$ cat config.mk
export PLATFORM = sky130hd
export DESIGN_NAME = brht_timing
export DESIGN_NICKNAME = d
export VERILOG_FILES = /design/src/inc/brht_pkg.sv /design/src/verilog/brht_timing.sv
export SDC_FILE = /design/constraint.sdc
export NUM_CORES = 1
export LEC_CHECK = 0
export BUFFER_PORTS_ARGS = -buffer_cell sky130_fd_sc_hd__buf_2
export CAP_MARGIN = 20
export CORE_MARGIN = 4
export CORE_UTILIZATION = 60
export DETAILED_ROUTE_END_ITERATION = 10
export GPL_TIMING_DRIVEN = 0
export PLACE_DENSITY_LB_ADDON = 0.15
export SETUP_SLACK_MARGIN = 0.05
export SLEW_MARGIN = 40
export SYNTH_ARGS = -nofsm -noshare
export SYNTH_HDL_FRONTEND = slang
export SYNTH_SLANG_ARGS = --single-unit
$ cat constraint.sdc
create_clock -name i_clk -period 12.2 [get_ports i_clk]
set_input_delay 1.22 -clock i_clk [delete_from_list [all_inputs] [get_ports i_clk]]
set_output_delay 1.22 -clock i_clk [all_outputs]
set_load 0.02 [all_outputs]
$ cat src/inc/brht_pkg.sv
// brht_pkg: constants, register map and state encoding of the i2c bit-rate and hold timer.
// assumes one 100 MHz bus clock and byte-wide register access.
package brht_pkg;

  // ----------------------------------------------------------------
  // widths
  // ----------------------------------------------------------------
  localparam int unsigned ADDR_W = 8;
  localparam int unsigned DATA_W = 8;
  localparam int unsigned CNT_W  = 16;
  localparam int unsigned IDX_W  = 6;

  // ----------------------------------------------------------------
  // register offsets and reset values
  // ----------------------------------------------------------------
  localparam logic [ADDR_W-1:0] DIV_OFFSET    = 8'h01;
  localparam logic [ADDR_W-1:0] CTRL_OFFSET   = 8'h02;
  localparam logic [ADDR_W-1:0] STATUS_OFFSET = 8'h03;
  localparam logic [DATA_W-1:0] DIV_RESET     = 8'h00;

  // ----------------------------------------------------------------
  // field positions
  // ----------------------------------------------------------------
  localparam int unsigned RATE_MULTIPLIER_SELECT_MSB       = 7;
  localparam int unsigned RATE_MULTIPLIER_SELECT_LSB       = 6;
  localparam int unsigned IDX_MSB        = 5;
  localparam int unsigned CTRL_START_BIT = 0;
  localparam int unsigned CTRL_STOP_BIT  = 1;
  localparam int unsigned CTRL_XFER_BIT  = 2;
  localparam int unsigned CTRL_TXVAL_BIT = 3;
  localparam int unsigned ST_BUSY_BIT    = 0;
  localparam int unsigned ST_MULTBAD_BIT = 1;
  localparam int unsigned ST_RXBIT_BIT   = 2;
  localparam int unsigned ST_REFUSED_BIT = 3;
  localparam int unsigned ST_HOLDCLK_BIT = 4;

  // ----------------------------------------------------------------
  // multiplier encodings
  // ----------------------------------------------------------------
  localparam logic [1:0] RATE_MULTIPLIER_SELECT_X1   = 2'h0;
  localparam logic [1:0] RATE_MULTIPLIER_SELECT_X2   = 2'h1;
  localparam logic [1:0] RATE_MULTIPLIER_SELECT_X4   = 2'h2;
  localparam logic [1:0] RATE_MULTIPLIER_SELECT_RSVD = 2'h3;

  // ----------------------------------------------------------------
  // lookup table shape, in bus-clock periods before the multiplier
  // ----------------------------------------------------------------
  localparam logic [CNT_W-1:0] SCL_DIV_BASE    = 16'h0014;
  localparam logic [CNT_W-1:0] SCL_DIV_STEP    = 16'h0002;
  localparam logic [CNT_W-1:0] SDA_HOLD_BASE   = 16'h0007;
  localparam logic [CNT_W-1:0] START_HOLD_BASE = 16'h0006;
  localparam logic [CNT_W-1:0] STOP_HOLD_BASE  = 16'h000b;

  // ----------------------------------------------------------------
  // sequencer states
  // ----------------------------------------------------------------
  typedef enum logic [2:0] {
    BRHT_IDLE       = 3'b000,
    BRHT_START_HOLD = 3'b001,
    BRHT_LOW        = 3'b010,
    BRHT_HIGH       = 3'b011,
    BRHT_STOP_HOLD  = 3'b100
  } brht_state_t;

endpackage : brht_pkg

$ cat src/verilog/brht_timing.sv
// brht_timing: serial clock and hold-time sequencer with its divider register.
// assumes i_scl_i and i_sda_i are already synchronous to i_clk; open-drain pads
// are resolved outside from the output enables.
`timescale 1ns/100ps

// How it works
// - multiplier code 00 gives x1, 01 gives x2, 10 gives x4, and 11 is reserved and refused.
// - the serial clock period is the bus clock period times multiplier times the indexed divider.
// - after each clock fall the data line changes only after bus period x mul x data-hold value.
// - a start pulls data low with clock high, then holds the clock high for mul x start-hold.
// - a stop releases the clock first, then waits mul x stop-hold before releasing data.
// - the divider register is read/write and clears to 00h on reset.
module brht_timing
  import brht_pkg::*;
(
  input  wire logic              i_clk,
  input  wire logic              i_srst,
  input  wire logic [ADDR_W-1:0] i_addr,
  input  wire logic [DATA_W-1:0] i_wdata,
  input  wire logic              i_wr,
  input  wire logic              i_rd,
  output logic      [DATA_W-1:0] o_rdata,
  input  wire logic              i_scl_i,
  output logic                   o_scl_o,
  output logic                   o_scl_oe,
  input  wire logic              i_sda_i,
  output logic                   o_sda_o,
  output logic                   o_sda_oe,
  output logic                   o_busy
);

  // ----------------------------------------------------------------
  // registers
  // ----------------------------------------------------------------
  brht_state_t       state_reg;
  brht_state_t       state_next;
  logic [CNT_W-1:0]  cnt_reg;
  logic [CNT_W-1:0]  cnt_next;
  logic              scl_oe_reg;
  logic              scl_oe_next;
  logic              sda_oe_reg;
  logic              sda_oe_next;
  logic              stop_reg;
  logic              stop_next;
  logic              tx_reg;
  logic              tx_next;
  logic              rx_reg;
  logic              rx_next;
  logic              refused_reg;
  logic [DATA_W-1:0] div_reg;
  logic [DATA_W-1:0] rdata_reg;

  // ----------------------------------------------------------------
  // register decode
  // ----------------------------------------------------------------
  wire              div_wr    = i_wr && (i_addr == DIV_OFFSET);
  wire              ctrl_wr   = i_wr && (i_addr == CTRL_OFFSET);
  wire              status_wr = i_wr && (i_addr == STATUS_OFFSET);
  wire [1:0]        rate_multiplier_select      = div_reg[RATE_MULTIPLIER_SELECT_MSB:RATE_MULTIPLIER_SELECT_LSB];
  wire [IDX_W-1:0]  idx       = div_reg[IDX_MSB:0];
  wire              rate_multiplier_select_bad  = (rate_multiplier_select == RATE_MULTIPLIER_SELECT_RSVD);
  wire              idle      = (state_reg == BRHT_IDLE);
  wire              cmd_start = ctrl_wr && i_wdata[CTRL_START_BIT];
  wire              cmd_stop  = ctrl_wr && i_wdata[CTRL_STOP_BIT];
  wire              cmd_xfer  = ctrl_wr && i_wdata[CTRL_XFER_BIT];
  wire              cmd_any   = cmd_start || cmd_stop || cmd_xfer;
  // start needs a free clock, bit and stop need the clock held low by us
  wire              ok_base   = idle && !rate_multiplier_select_bad;
  wire              start_ok  = ok_base && cmd_start && !cmd_stop && !cmd_xfer && !scl_oe_reg;
  wire              stop_ok   = ok_base && cmd_stop && !cmd_start && !cmd_xfer && scl_oe_reg;
  wire              xfer_ok   = ok_base && cmd_xfer && !cmd_start && !cmd_stop && scl_oe_reg;
  // a refused command only sets the sticky status bit; the lines stay as they are
  // the reserved code is still storable so software reads back what it wrote
  wire              refuse    = cmd_any && !(start_ok || stop_ok || xfer_ok);

  wire [DATA_W-1:0] status_val = {3'h0, scl_oe_reg, refused_reg, rx_reg, rate_multiplier_select_bad, !idle};
  wire [DATA_W-1:0] rd_mux     = (i_addr == DIV_OFFSET)    ? div_reg :
                                 (i_addr == STATUS_OFFSET) ? status_val : 8'h00;

  // ----------------------------------------------------------------
  // lookup table and cycle counts
  // ----------------------------------------------------------------
  // table is linear in the index; swap these four lines for a real table
  wire [CNT_W-1:0] idx_w      = {10'h000, idx};
  wire [CNT_W-1:0] idx_hi     = {12'h000, idx[IDX_MSB:2]};
  wire [CNT_W-1:0] scl_div    = SCL_DIV_BASE + (SCL_DIV_STEP * idx_w);
  wire [CNT_W-1:0] sda_hold   = SDA_HOLD_BASE + idx_hi;
  wire [CNT_W-1:0] start_hold = START_HOLD_BASE + idx_hi;
  wire [CNT_W-1:0] stop_hold  = STOP_HOLD_BASE + idx_hi;

  // the multiplier code is also the shift count: 0, 1 or 2, giving x1, x2 or x4
  wire [CNT_W-1:0] period_cyc = scl_div << rate_multiplier_select;
  wire [CNT_W-1:0] sda_cyc    = sda_hold << rate_multiplier_select;
  wire [CNT_W-1:0] start_cyc  = start_hold << rate_multiplier_select;
  wire [CNT_W-1:0] stop_cyc   = stop_hold << rate_multiplier_select;
  wire [CNT_W-1:0] half_cyc   = period_cyc >> 1;
  wire [CNT_W-1:0] high_cyc   = period_cyc - half_cyc;
  // a long data hold stretches the low phase instead of being cut short
  wire [CNT_W-1:0] low_cyc    = (half_cyc > sda_cyc) ? half_cyc : sda_cyc + 16'h0001;

  // ----------------------------------------------------------------
  // sequencer
  // ----------------------------------------------------------------
  // one counter serves every phase and restarts at zero on each change;
  // comparing against count-1 makes a phase last exactly its count
  always_comb begin
    state_next  = state_reg;
    cnt_next    = cnt_reg + 16'h0001;
    scl_oe_next = scl_oe_reg;
    sda_oe_next = sda_oe_reg;
    stop_next   = stop_reg;
    tx_next     = tx_reg;
    rx_next     = rx_reg;
    case (state_reg)
      BRHT_IDLE: begin
        cnt_next = '0;
        if (start_ok) begin
          sda_oe_next = 1'b1;
          state_next  = BRHT_START_HOLD;
        end else if (stop_ok || xfer_ok) begin
          stop_next  = stop_ok;
          tx_next    = i_wdata[CTRL_TXVAL_BIT];
          state_next = BRHT_LOW;
        end
      end
      BRHT_START_HOLD: begin
        if (cnt_reg >= start_cyc - 16'h0001) begin
          scl_oe_next = 1'b1;
          cnt_next    = '0;
          state_next  = BRHT_IDLE;
        end
      end
      BRHT_LOW: begin
        if (cnt_reg == sda_cyc - 16'h0001) begin
          sda_oe_next = stop_reg || !tx_reg;
        end
        if (cnt_reg >= low_cyc - 16'h0001) begin
          scl_oe_next = 1'b0;
          cnt_next    = '0;
          state_next  = stop_reg ? BRHT_STOP_HOLD : BRHT_HIGH;
        end
      end
      BRHT_HIGH: begin
        // another master stretching the clock freezes the count
        if (!i_scl_i) begin
          cnt_next = cnt_reg;
        end else if (cnt_reg >= high_cyc - 16'h0001) begin
          rx_next     = i_sda_i;
          scl_oe_next = 1'b1;
          cnt_next    = '0;
          state_next  = BRHT_IDLE;
        end
      end
      BRHT_STOP_HOLD: begin
        if (!i_scl_i) begin
          cnt_next = cnt_reg;
        end else if (cnt_reg >= stop_cyc - 16'h0001) begin
          sda_oe_next = 1'b0;
          cnt_next    = '0;
          state_next  = BRHT_IDLE;
        end
      end
      default: begin
        cnt_next    = '0;
        scl_oe_next = 1'b0;
        sda_oe_next = 1'b0;
        state_next  = BRHT_IDLE;
      end
    endcase
  end

  always_ff @(posedge i_clk) begin
    if (i_srst) begin
      state_reg  <= BRHT_IDLE;
      cnt_reg    <= '0;
      scl_oe_reg <= 1'b0;
      sda_oe_reg <= 1'b0;
      stop_reg   <= 1'b0;
      tx_reg     <= 1'b0;
      rx_reg     <= 1'b0;
    end else begin
      state_reg  <= state_next;
      cnt_reg    <= cnt_next;
      scl_oe_reg <= scl_oe_next;
      sda_oe_reg <= sda_oe_next;
      stop_reg   <= stop_next;
      tx_reg     <= tx_next;
      rx_reg     <= rx_next;
    end
  end

  // ----------------------------------------------------------------
  // register file
  // ----------------------------------------------------------------
  // divider writes apply at once, even in mid-sequence
  always_ff @(posedge i_clk) begin
    if (i_srst) begin
      div_reg <= DIV_RESET;
    end else if (div_wr) begin
      div_reg <= i_wdata;
    end
  end

  // set wins over the write-one clear in the same cycle
  always_ff @(posedge i_clk) begin
    if (i_srst) begin
      refused_reg <= 1'b0;
    end else if (refuse) begin
      refused_reg <= 1'b1;
    end else if (status_wr && i_wdata[ST_REFUSED_BIT]) begin
      refused_reg <= 1'b0;
    end
  end

  // read data stands for exactly one cycle, zero otherwise
  always_ff @(posedge i_clk) begin
    if (i_srst) begin
      rdata_reg <= '0;
    end else begin
      rdata_reg <= i_rd ? rd_mux : '0;
    end
  end

  // ----------------------------------------------------------------
  // outputs
  // ----------------------------------------------------------------
  // open-drain pads: the value is always low, the enables do the work
  assign o_rdata  = rdata_reg;
  assign o_scl_o  = 1'b0;
  assign o_sda_o  = 1'b0;
  assign o_scl_oe = scl_oe_reg;
  assign o_sda_oe = sda_oe_reg;
  assign o_busy   = !idle;

endmodule : brht_timing

==> results of run 1 <==
[power by group]
group | internal (uW) | switching, uW | leakage, uW
logic | 45.5 | 70.3 | 0.00252
clock network | 66.6 | 54.7 | 0.0000574
registers | 139 | 7.87 | 0.000331
total | 251 | 133 | 0.00291
[metrics by stage]
| step | setup slack, ps | util (%) | hold slack (ps) |
|---|---|---|---|
| floorplan | 5300 | - | 450 |
| global placement | 3740 | 66.0 | 473 |
| detailed placement | 3810 | 66.1 | 484 |
| CTS | 3750 | 67.3 | 502 |
| global route | 3110 | 67.3 | 522 |
| finish | 3630 | 67.3 | 503 |
[cells by family (layout without fill, tap and decap cells)]
group                    after synthesis  after routing
XOR/XNOR                              64             64
flip-flops                            41             41
AND/OR/NAND/NOR                      282            282
AO/OA/AOI/OAI                        209            209
adder cells (fa/ha/maj)               99             99
buffers and inverters                 86            126
other                                  1              2
multiplexers                          31             31
[critical path: cells and delay by family (launching register included)]
family / cells / cell delay [ps]
AO/OA/AOI/OAI: 10 / 2480
buffers and inverters: 8 / 2160
AND/OR/NAND/NOR: 7 / 1760
adder cells (fa/ha/maj): 4 / 1270
multiplexers: 2 / 400
flip-flops: 1 / 370
[layout by cell type (no fill, tap or decap), types with 6 or more instances in the layout]
master / netlist / layout
ha_1: 96 / 96
nor2_1: 75 / 75
nand2_1: 68 / 68
a21oi_1: 52 / 52
inv_1: 43 / 43
xnor2_1: 42 / 42
buf_2: 9 / 41
dfxtp_1: 41 / 41
o21ai_0: 40 / 40
nand3_1: 29 / 29
mux2i_1: 25 / 25
clkbuf_1: 23 / 23
xor2_1: 21 / 21
a21o_1: 18 / 18
nor3_1: 15 / 15
nor2b_1: 14 / 14
nand4_1: 12 / 12
and2_1: 10 / 10
and3_1: 10 / 10
a211oi_1: 10 / 9
nand2b_1: 9 / 9
o211ai_1: 8 / 8
or2_2: 7 / 7
a31oi_1: 7 / 7
nor3b_1: 6 / 6
nor4_1: 6 / 6
o21bai_1: 6 / 6
clkbuf_8: 0 / 6
[path summary, 6_finish.rpt]
| path | start | endpoint | slack, ps | depth (start not counted) |
|---|---|---|---|---|
| max | div_reg[3]$_SDFFE_PP0P_ | cnt_reg[9]$_SDFFE_PP0P_ | 3630 | 31 |
| max reg2reg | div_reg[3]$_SDFFE_PP0P_ | cnt_reg[9]$_SDFFE_PP0P_ | 3630 | 31 |
| min | cnt_reg[0]$_SDFFE_PP0P_ | cnt_reg[0]$_SDFFE_PP0P_ | 500 | 2 |
| min reg2reg | cnt_reg[0]$_SDFFE_PP0P_ | cnt_reg[0]$_SDFFE_PP0P_ | 500 | 2 |
[metal layers]
layer  up-vias  part of all wire (%)
met5         -                     0
met4         0                   3.5
met3        44                   7.0
met2       247                    45
met1      2949                    44
li1       3035                     -
[area by class of cell]
class / instances / area, um2
fill: 877 / 3250
tap: 133 / 166
clock inverter: 2 / 37.5
multi-input combinational: 687 / 5050
timing repair buffer: 32 / 160
buffer: 42 / 221
inverter: 44 / 165
sequential: 41 / 821
clock buffer: 6 / 82.6
==> results.py, run 1 <==
metrics = {
    "status": {
        "status": "complete, no violations",
    },
    "yosys": {
        "synth_edf_count": 0,
        "synth.top_cells.by_area": "ha_1, dfxtp_1, xnor2_1",
        "synth-xor-area-share_pct": 9.10,
        "synth-compound-area-share_pct": 23.9,
        "syn_area_um2": 6240,
        "yosys_warnings": 0,
        "netlist_instances": 813,
        "async_flop_share_pct": 0,
        "synth-simple-area-share_pct": 22.6,
        "avgSynthCellArea_um2": 7.68,
        "synth_common_cells": "ha_1, nor2_1, nand2_1",
        "synth.yosys.seq_area_share_pct": 13.1,
        "synth_top_family_by_area": "compound AO/OA/AOI/OAI gates",
        "synth-adder-area-share_pct": 19.9,
        "yosys.area.top_type": "ha_1",
        "synthMuxAreaShare_pct": 5.15,
        "synthFlopType": "dfxtp_1",
        "synth_most_common_cell": "ha_1",
        "ys_types": 87,
        "synth_top_cell_area_share_pct": 19.2,
        "ys_ff_latch": 41,
    },
    "sta": {
        "fin_tns_setup_ps": 0,
        "max_slew.worst_pin.slew_ps": 787,
        "slew_headroom_pct": 47.5,
        "grt_setup_unrepaired": "no",
        "finalClockSkew_ps": 8.79,
        "report.final.hold_viol_count": 0,
        "max_freq_mhz": 117,
        "setup_violations": 0,
        "fin_crit_sh_pct": 70.2,
        "slew_violations": 0,
        "period_needed_ps": 8570,
    },
    "cells_and_area": {
        "area_growth_syn_to_layout_pct": 7.38,
        "diodes": 0,
        "drive_gt1_share_pct": 10.5,
        "largest_register_ffs": 16,
        "finalNetCount": 972,
        "finalNonFillerCells": 987,
        "postLayoutCellArea_um2": 6700,
    },
    "clock_network": {
        "htree_levels": 2,
        "cts_buffers": 5,
        "cts_tree": "done",
        "clock-sinks": 41,
        "cts.clk_slew.worst_paths_ps": 90,
        "postCtsHoldBufs": 0,
        "cts.repair.resized": 0,
        "root_buffer": "clkbuf_8",
        "max-clock-path-buffers": 2,
        "post_cts_buffers": 0,
        "worstSkewPairLatency_ps": 320,
    },
    "detailed_routing": {
        "vias_per_cell": 6.36,
        "vias": 6275,
        "drtIter0Drc": 496,
        "wl_um": 18200,
        "drc": 0,
        "ant_nets": 0,
        "drtPass1Iterations": 5,
        "wl_per_cell_um": 18.5,
    },
    "floorplanning": {
        "die_area_um2": 12100,
        "start_util_pct": 62.7,
        "die_w_um": 110,
        "die_h_um": 110,
        "core_area_um2": 9950,
        "io-pin-count": 35,
        "num_rows": 36,
    },
    "placement": {
        "gp_congestion": 0.982,
        "dpl-instance-area_um2": 6580,
        "port_buffers": 32,
        "dp.cells": 979,
        "hpwl_um": 14500,
    },
    "run": {
        "cap_violations": 0,
    },
    "grt": {
        "antenna_found_initial": 0,
        "grt_pass1_wl_um": 29700,
        "track_usage_pct": 31.2,
        "grt_max_degree": 14,
        "use_met1_pct": 42.0,
        "busiest_layer": "met2",
        "grt_pass1_vias": 5955,
        "grtUsageMet2_pct": 50.5,
        "met3_usage_pct": 3.84,
        "grt_overflow_total": 0,
    },
    "power_and_ir_drop": {
        "finalPower_uw": 384,
        "total_leakage_power_uw": 0.00291,
        "irDropWorstVdd_mv": 0.0566,
        "powerDensity_nw_per_um2": 57.4,
    },
    "hold_path": {
        "hp-class": "flip-flop to flip-flop",
    },
    "worst_setup_path": {
        "crit_fanout": 10,
        "end_kind": "flip-flop",
        "crit_top_cell": "ha_1",
        "slowest_delay_ps": 560,
        "arrival_ps": 8770,
        "crit_required_ps": 12400,
        "path_class": "flip-flop to flip-flop",
        "slowest_stage": "o31ai_2",
        "start_kind": "flip-flop",
    },
}
(Power assumes the default switching activity.)
==> run 2: changes to the inputs <==
Settings changed: ABC_AREA set to 1.
Clock period 12.2 ns to 8.5 ns, I/O delays scaled along.
==> results.py, run 2 <==
metrics = {
    "status": {
        "status": "complete, no violations",
    },
    "clock_network": {
        "cts_tree": "done",
        "post_cts_buffers": 0,
        "cts_buffers": 5,
        "worstSkewPairLatency_ps": 300,
        "max-clock-path-buffers": 2,
        "clock-sinks": 41,
        "postCtsHoldBufs": 0,
        "htree_levels": 2,
        "cts.repair.resized": 0,
        "root_buffer": "clkbuf_8",
        "cts.clk_slew.worst_paths_ps": 80,
    },
    "yosys": {
        "synth_top_cell_area_share_pct": 20.1,
        "synth.top_cells.by_area": "ha_1, dfxtp_1, nand2_1",
        "synth_most_common_cell": "nand2_1",
        "ys_ff_latch": 41,
        "yosys.area.top_type": "ha_1",
        "synth_edf_count": 0,
        "async_flop_share_pct": 0,
        "yosys_warnings": 0,
        "synth_common_cells": "nand2_1, inv_1, ha_1",
        "syn_area_um2": 5970,
        "synthFlopType": "dfxtp_1",
        "avgSynthCellArea_um2": 6.48,
        "netlist_instances": 922,
        "ys_types": 58,
        "synth.yosys.seq_area_share_pct": 13.7,
    },
    "grt": {
        "grt_overflow_total": 0,
        "grt_pass1_wl_um": 26400,
        "track_usage_pct": 27.8,
        "grt_max_degree": 14,
        "antenna_found_initial": 0,
        "grt_pass1_vias": 5702,
    },
    "sta": {
        "slew_headroom_pct": 54.0,
        "slew_violations": 0,
        "report.final.hold_viol_count": 0,
        "setup_violations": 0,
        "max_freq_mhz": 156,
        "period_needed_ps": 6410,
        "setup_slack_ps": 2090,
        "fin_crit_sh_pct": 75.5,
        "max_slew.worst_pin.slew_ps": 685,
        "grt_setup_unrepaired": "no",
        "finalClockSkew_ps": 3.77,
        "fin_tns_setup_ps": 0,
    },
    "cells_and_area": {
        "area_growth_syn_to_layout_pct": 7.69,
        "diodes": 0,
        "finalNonFillerCells": 1095,
        "fillers": 996,
        "mostFrequentLayoutCell": "nand2_1",
        "finalNetCount": 1080,
        "final_cell_mix": "nand2_1, inv_1, ha_1",
        "drive_gt1_share_pct": 10.7,
        "largest_register_ffs": 16,
    },
    "floorplanning": {
        "start_util_pct": 61.4,
        "die_w_um": 108,
        "die_h_um": 108,
        "core_area_um2": 9730,
        "io-pin-count": 35,
        "num_rows": 36,
        "die_area_um2": 11600,
    },
    "run": {
        "cap_violations": 0,
    },
    "hold_path": {
        "hp-class": "flip-flop to flip-flop",
    },
    "detailed_routing": {
        "drtPass1Iterations": 5,
        "drtIter0Drc": 247,
        "wl_um": 15400,
        "ant_nets": 0,
        "drc": 0,
        "wl_per_cell_um": 14.0,
        "vias_per_cell": 5.53,
        "vias": 6052,
    },
    "worst_setup_path": {
        "path_class": "flip-flop to flip-flop",
        "crit_top_cell": "nand2_1",
        "arrival_ps": 6610,
        "crit_fanout": 13,
        "crit_required_ps": 8690,
        "slowest_stage": "o311ai_1",
        "start_kind": "flip-flop",
        "end_kind": "flip-flop",
        "slowest_delay_ps": 630,
    },
    "placement": {
        "dp.cells": 1087,
        "port_buffers": 31,
        "hpwl_um": 12400,
        "gp_congestion": 0.899,
        "dp_slack_ps": 2150,
    },
    "power_and_ir_drop": {
        "irDropWorstVdd_mv": 0.171,
        "total_leakage_power_uw": 0.00309,
        "powerDensity_nw_per_um2": 91.2,
    },
}
[run 2: layout make-up]
| cell class | instances | area [um2] | share of cell area, % |
|---|---|---|---|
| buffer | 20 | 109 | 1.69 |
| clock buffer | 5 | 68.8 | 1.07 |
| clock inverter | 3 | 65.1 | 1.01 |
| inverter | 118 | 445 | 6.92 |
| multi-input combinational | 744 | 4600 | 71.5 |
| sequential | 41 | 821 | 12.8 |
| tap | 133 | 166 | 2.59 |
| timing repair buffer | 31 | 155 | 2.41 |
[run 2: kinds of logic (layout without fill, tap and decap cells)]
| logic type | count (synthesis) | after routing | synth area share (%) |
|---|---|---|---|
| other | 1 | 2 | 0.0628 |
| AOI/OAI and AO/OA | 162 | 162 | 15.4 |
| and+or+nand+nor | 441 | 441 | 34.7 |
| adders and majority gates | 97 | 97 | 20.4 |
| xor gates and xnor gates | 42 | 42 | 6.39 |
| DFF | 41 | 41 | 13.7 |
| buffers and inverters | 138 | 177 | 9.28 |
[run 2: final timing paths]
path	cells past startpoint	slack (ps)	endpoint	from
min	2	470	rx_reg$_SDFFE_PP0P_	rx_reg$_SDFFE_PP0P_
min reg2reg	2	470	rx_reg$_SDFFE_PP0P_	rx_reg$_SDFFE_PP0P_
max	33	2090	state_reg[0]$_SDFFE_PP0P_	div_reg[3]$_SDFFE_PP0P_
max reg2reg	33	2090	state_reg[0]$_SDFFE_PP0P_	div_reg[3]$_SDFFE_PP0P_
[run 2: routing by layer]
metal	share of wire (%)	routed length, um	vias up	global-route usage (%)
li1	-	-	3161	-
met1	47	7230	2709	36.4
met2	47	7180	163	49.0
met3	4.5	691	19	1.86
met4	1.7	259	0	7.30
met5	0	0	-	0
[run 2: report_power, final]
group	total, uW	internal [uW]	switching (uW)
clock network	188	117	71.5
registers	210	202	8.51
logic	188	56.9	131
[run 2: critical path, delay by kind of cell (launching register included)]
kind,cells,cell delay (ps)
adder cells (fa/ha/maj),4,920
AND/OR/NAND/NOR,19,2730
AO/OA/AOI/OAI,5,1520
buffers and inverters,5,770
flip-flops,1,380
[run 2: per-stage QoR]
stage          util [%]  cell area, um2  hold slack (ps)  total power [uW]
2_1_floorplan         -            5980              430               349
3_3_place_gp       64.7            6300              457               399
3_5_place_dp       64.7            6300              462               401
4_1_cts            66.1            6430              473               588
5_1_grt            66.1            6430              511               630
6_report           66.1            6430              473               587
==> run 3: changes to the inputs <==
Settings changed: ABC_AREA 1 to 0, CORE_UTILIZATION 60 to 58.
Clock period 8.5 ns to 5.3 ns, I/O delays scaled along.
==> results.py, run 3 (synthesis results as in run 1) <==
metrics = {
    "placement": {
        "hpwl_um": 14900,
        "dp_slack_ps": -1620,
        "port_buffers": 32,
        "gp_congestion": 0.947,
    },
    "cells_and_area": {
        "final_cell_mix": "ha_1, nor2_1, nand2_1",
        "mostFrequentLayoutCell": "ha_1",
        "drive_gt1_share_pct": 19.2,
        "largest_register_ffs": 16,
        "area_growth_syn_to_layout_pct": 16.7,
        "diodes": 0,
        "finalNetCount": 998,
    },
    "clock_network": {
        "cts_tree": "done",
        "max-clock-path-buffers": 2,
        "worstSkewPairLatency_ps": 300,
        "postCtsHoldBufs": 0,
        "clock-sinks": 41,
        "cts.clk_slew.worst_paths_ps": 90,
        "root_buffer": "clkbuf_8",
        "cts_buffers": 5,
        "htree_levels": 2,
    },
    "sta": {
        "max_freq_mhz": 160,
        "report.final.hold_viol_count": 0,
        "slew_headroom_pct": 50.0,
        "max_slew.worst_pin.slew_ps": 745,
        "setup_violations": 20,
        "fin_crit_sh_pct": 118,
        "whs_ps": 466,
        "slew_violations": 0,
        "period_needed_ps": 6240,
        "grt_setup_unrepaired": "yes",
        "setup_slack_ps": -940,
        "fin_tns_setup_ps": -16930,
        "finalClockSkew_ps": 9.82,
    },
    "grt": {
        "antenna_found_initial": 0,
        "grt_pass1_wl_um": 31000,
        "grt_max_degree": 14,
        "grt_overflow_total": 0,
        "track_usage_pct": 30.3,
        "grt_pass1_vias": 6278,
    },
    "power_and_ir_drop": {
        "finalPower_uw": 963,
        "irDropWorstVdd_mv": 0.158,
        "total_leakage_power_uw": 0.00315,
        "powerDensity_nw_per_um2": 132,
    },
    "worst_setup_path": {
        "crit_family": "simple AND/OR/NAND/NOR gates",
        "slowest_delay_ps": 510,
        "end_kind": "flip-flop",
        "slowest_stage": "or4_4",
        "crit_required_ps": 5540,
        "start_kind": "flip-flop",
        "crit_fanout": 7,
        "path_class": "flip-flop to flip-flop",
        "crit_buf_inv": 7,
        "arrival_ps": 6480,
    },
    "floorplanning": {
        "io-pin-count": 35,
        "num_rows": 37,
        "die_area_um2": 12500,
        "die_w_um": 112,
        "die_h_um": 112,
        "start_util_pct": 59.9,
        "core_area_um2": 10400,
    },
    "detailed_routing": {
        "drtPass1Iterations": 5,
        "wl_um": 19400,
        "vias_per_cell": 6.33,
        "drc": 0,
        "ant_nets": 0,
        "vias": 6434,
        "drtIter0Drc": 542,
        "wl_per_cell_um": 19.1,
    },
    "run": {
        "cap_violations": 0,
    },
    "status": {
        "violations": "negative setup slack",
        "status": "finished, violations left",
    },
    "hold_path": {
        "hp-class": "input pin to flip-flop",
    },
}
run 3: routing by layer:
| layer | share of wire, % | GRT usage [%] | wire length (um) |
|---|---|---|---|
| met2 | 47 | 50.7 | 9100 |
| met5 | 0 | 0 | 0 |
| met4 | 4.4 | 12.8 | 856 |
| met1 | 42 | 38.3 | 8140 |
| met3 | 6.9 | 5.27 | 1330 |
run 3: final cells by class:
| class | instances | area [um2] |
|---|---|---|
| fill | 873 | 3130 |
| multi-input combinational | 687 | 5310 |
| inverter | 44 | 186 |
| buffer | 41 | 300 |
| timing repair buffer | 59 | 374 |
| clock buffer | 6 | 82.6 |
| tap | 136 | 170 |
| clock inverter | 2 | 37.5 |
| sequential | 41 | 827 |
run 3: where the power goes:
part	internal, uW	switching [uW]	leakage, uW
Sequential	320	19.0	0.000332
Clock	153	115	0.0000574
Combinational	167	189	0.00276
run 3: worst register-to-register path: cells and delay by family (launching register included):
family / cells / cell delay [ps]
flip-flops: 1 / 340
AND/OR/NAND/NOR: 7 / 2060
multiplexers: 2 / 400
AO/OA/AOI/OAI: 10 / 1630
adder cells (fa/ha/maj): 4 / 1030
buffers and inverters: 7 / 730
run 3: worst paths after layout:
check	slack, ps	start	cells after the start	to
worst max-delay path	-940	div_reg[3]$_SDFFE_PP0P_	30	state_reg[2]$_SDFFE_PP0P_
worst min-delay path	470	i_sda_i	3	rx_reg$_SDFFE_PP0P_
worst max register to register	-940	div_reg[3]$_SDFFE_PP0P_	30	state_reg[2]$_SDFFE_PP0P_
worst min register to register	500	cnt_reg[0]$_SDFFE_PP0P_	2	cnt_reg[0]$_SDFFE_PP0P_
run 3: metrics by stage:
step / util (%) / instances / instance area, um2
finish: 69.9 / 1016 / 7280
global route: 69.9 / 1016 / 7280
CTS: 69.0 / 1010 / 7190
detailed placement: 65.2 / 982 / 6790
global placement: 65.2 / 982 / 6790
floorplan: - / 814 / 6460
run 3: repair_timing:
action,CTS,global route
endpoints found under the setup margin,22,22
pin swaps,19,17
setup buffers,21,7
endpoints found under the hold margin,0,0
gates resized for setup,33,21
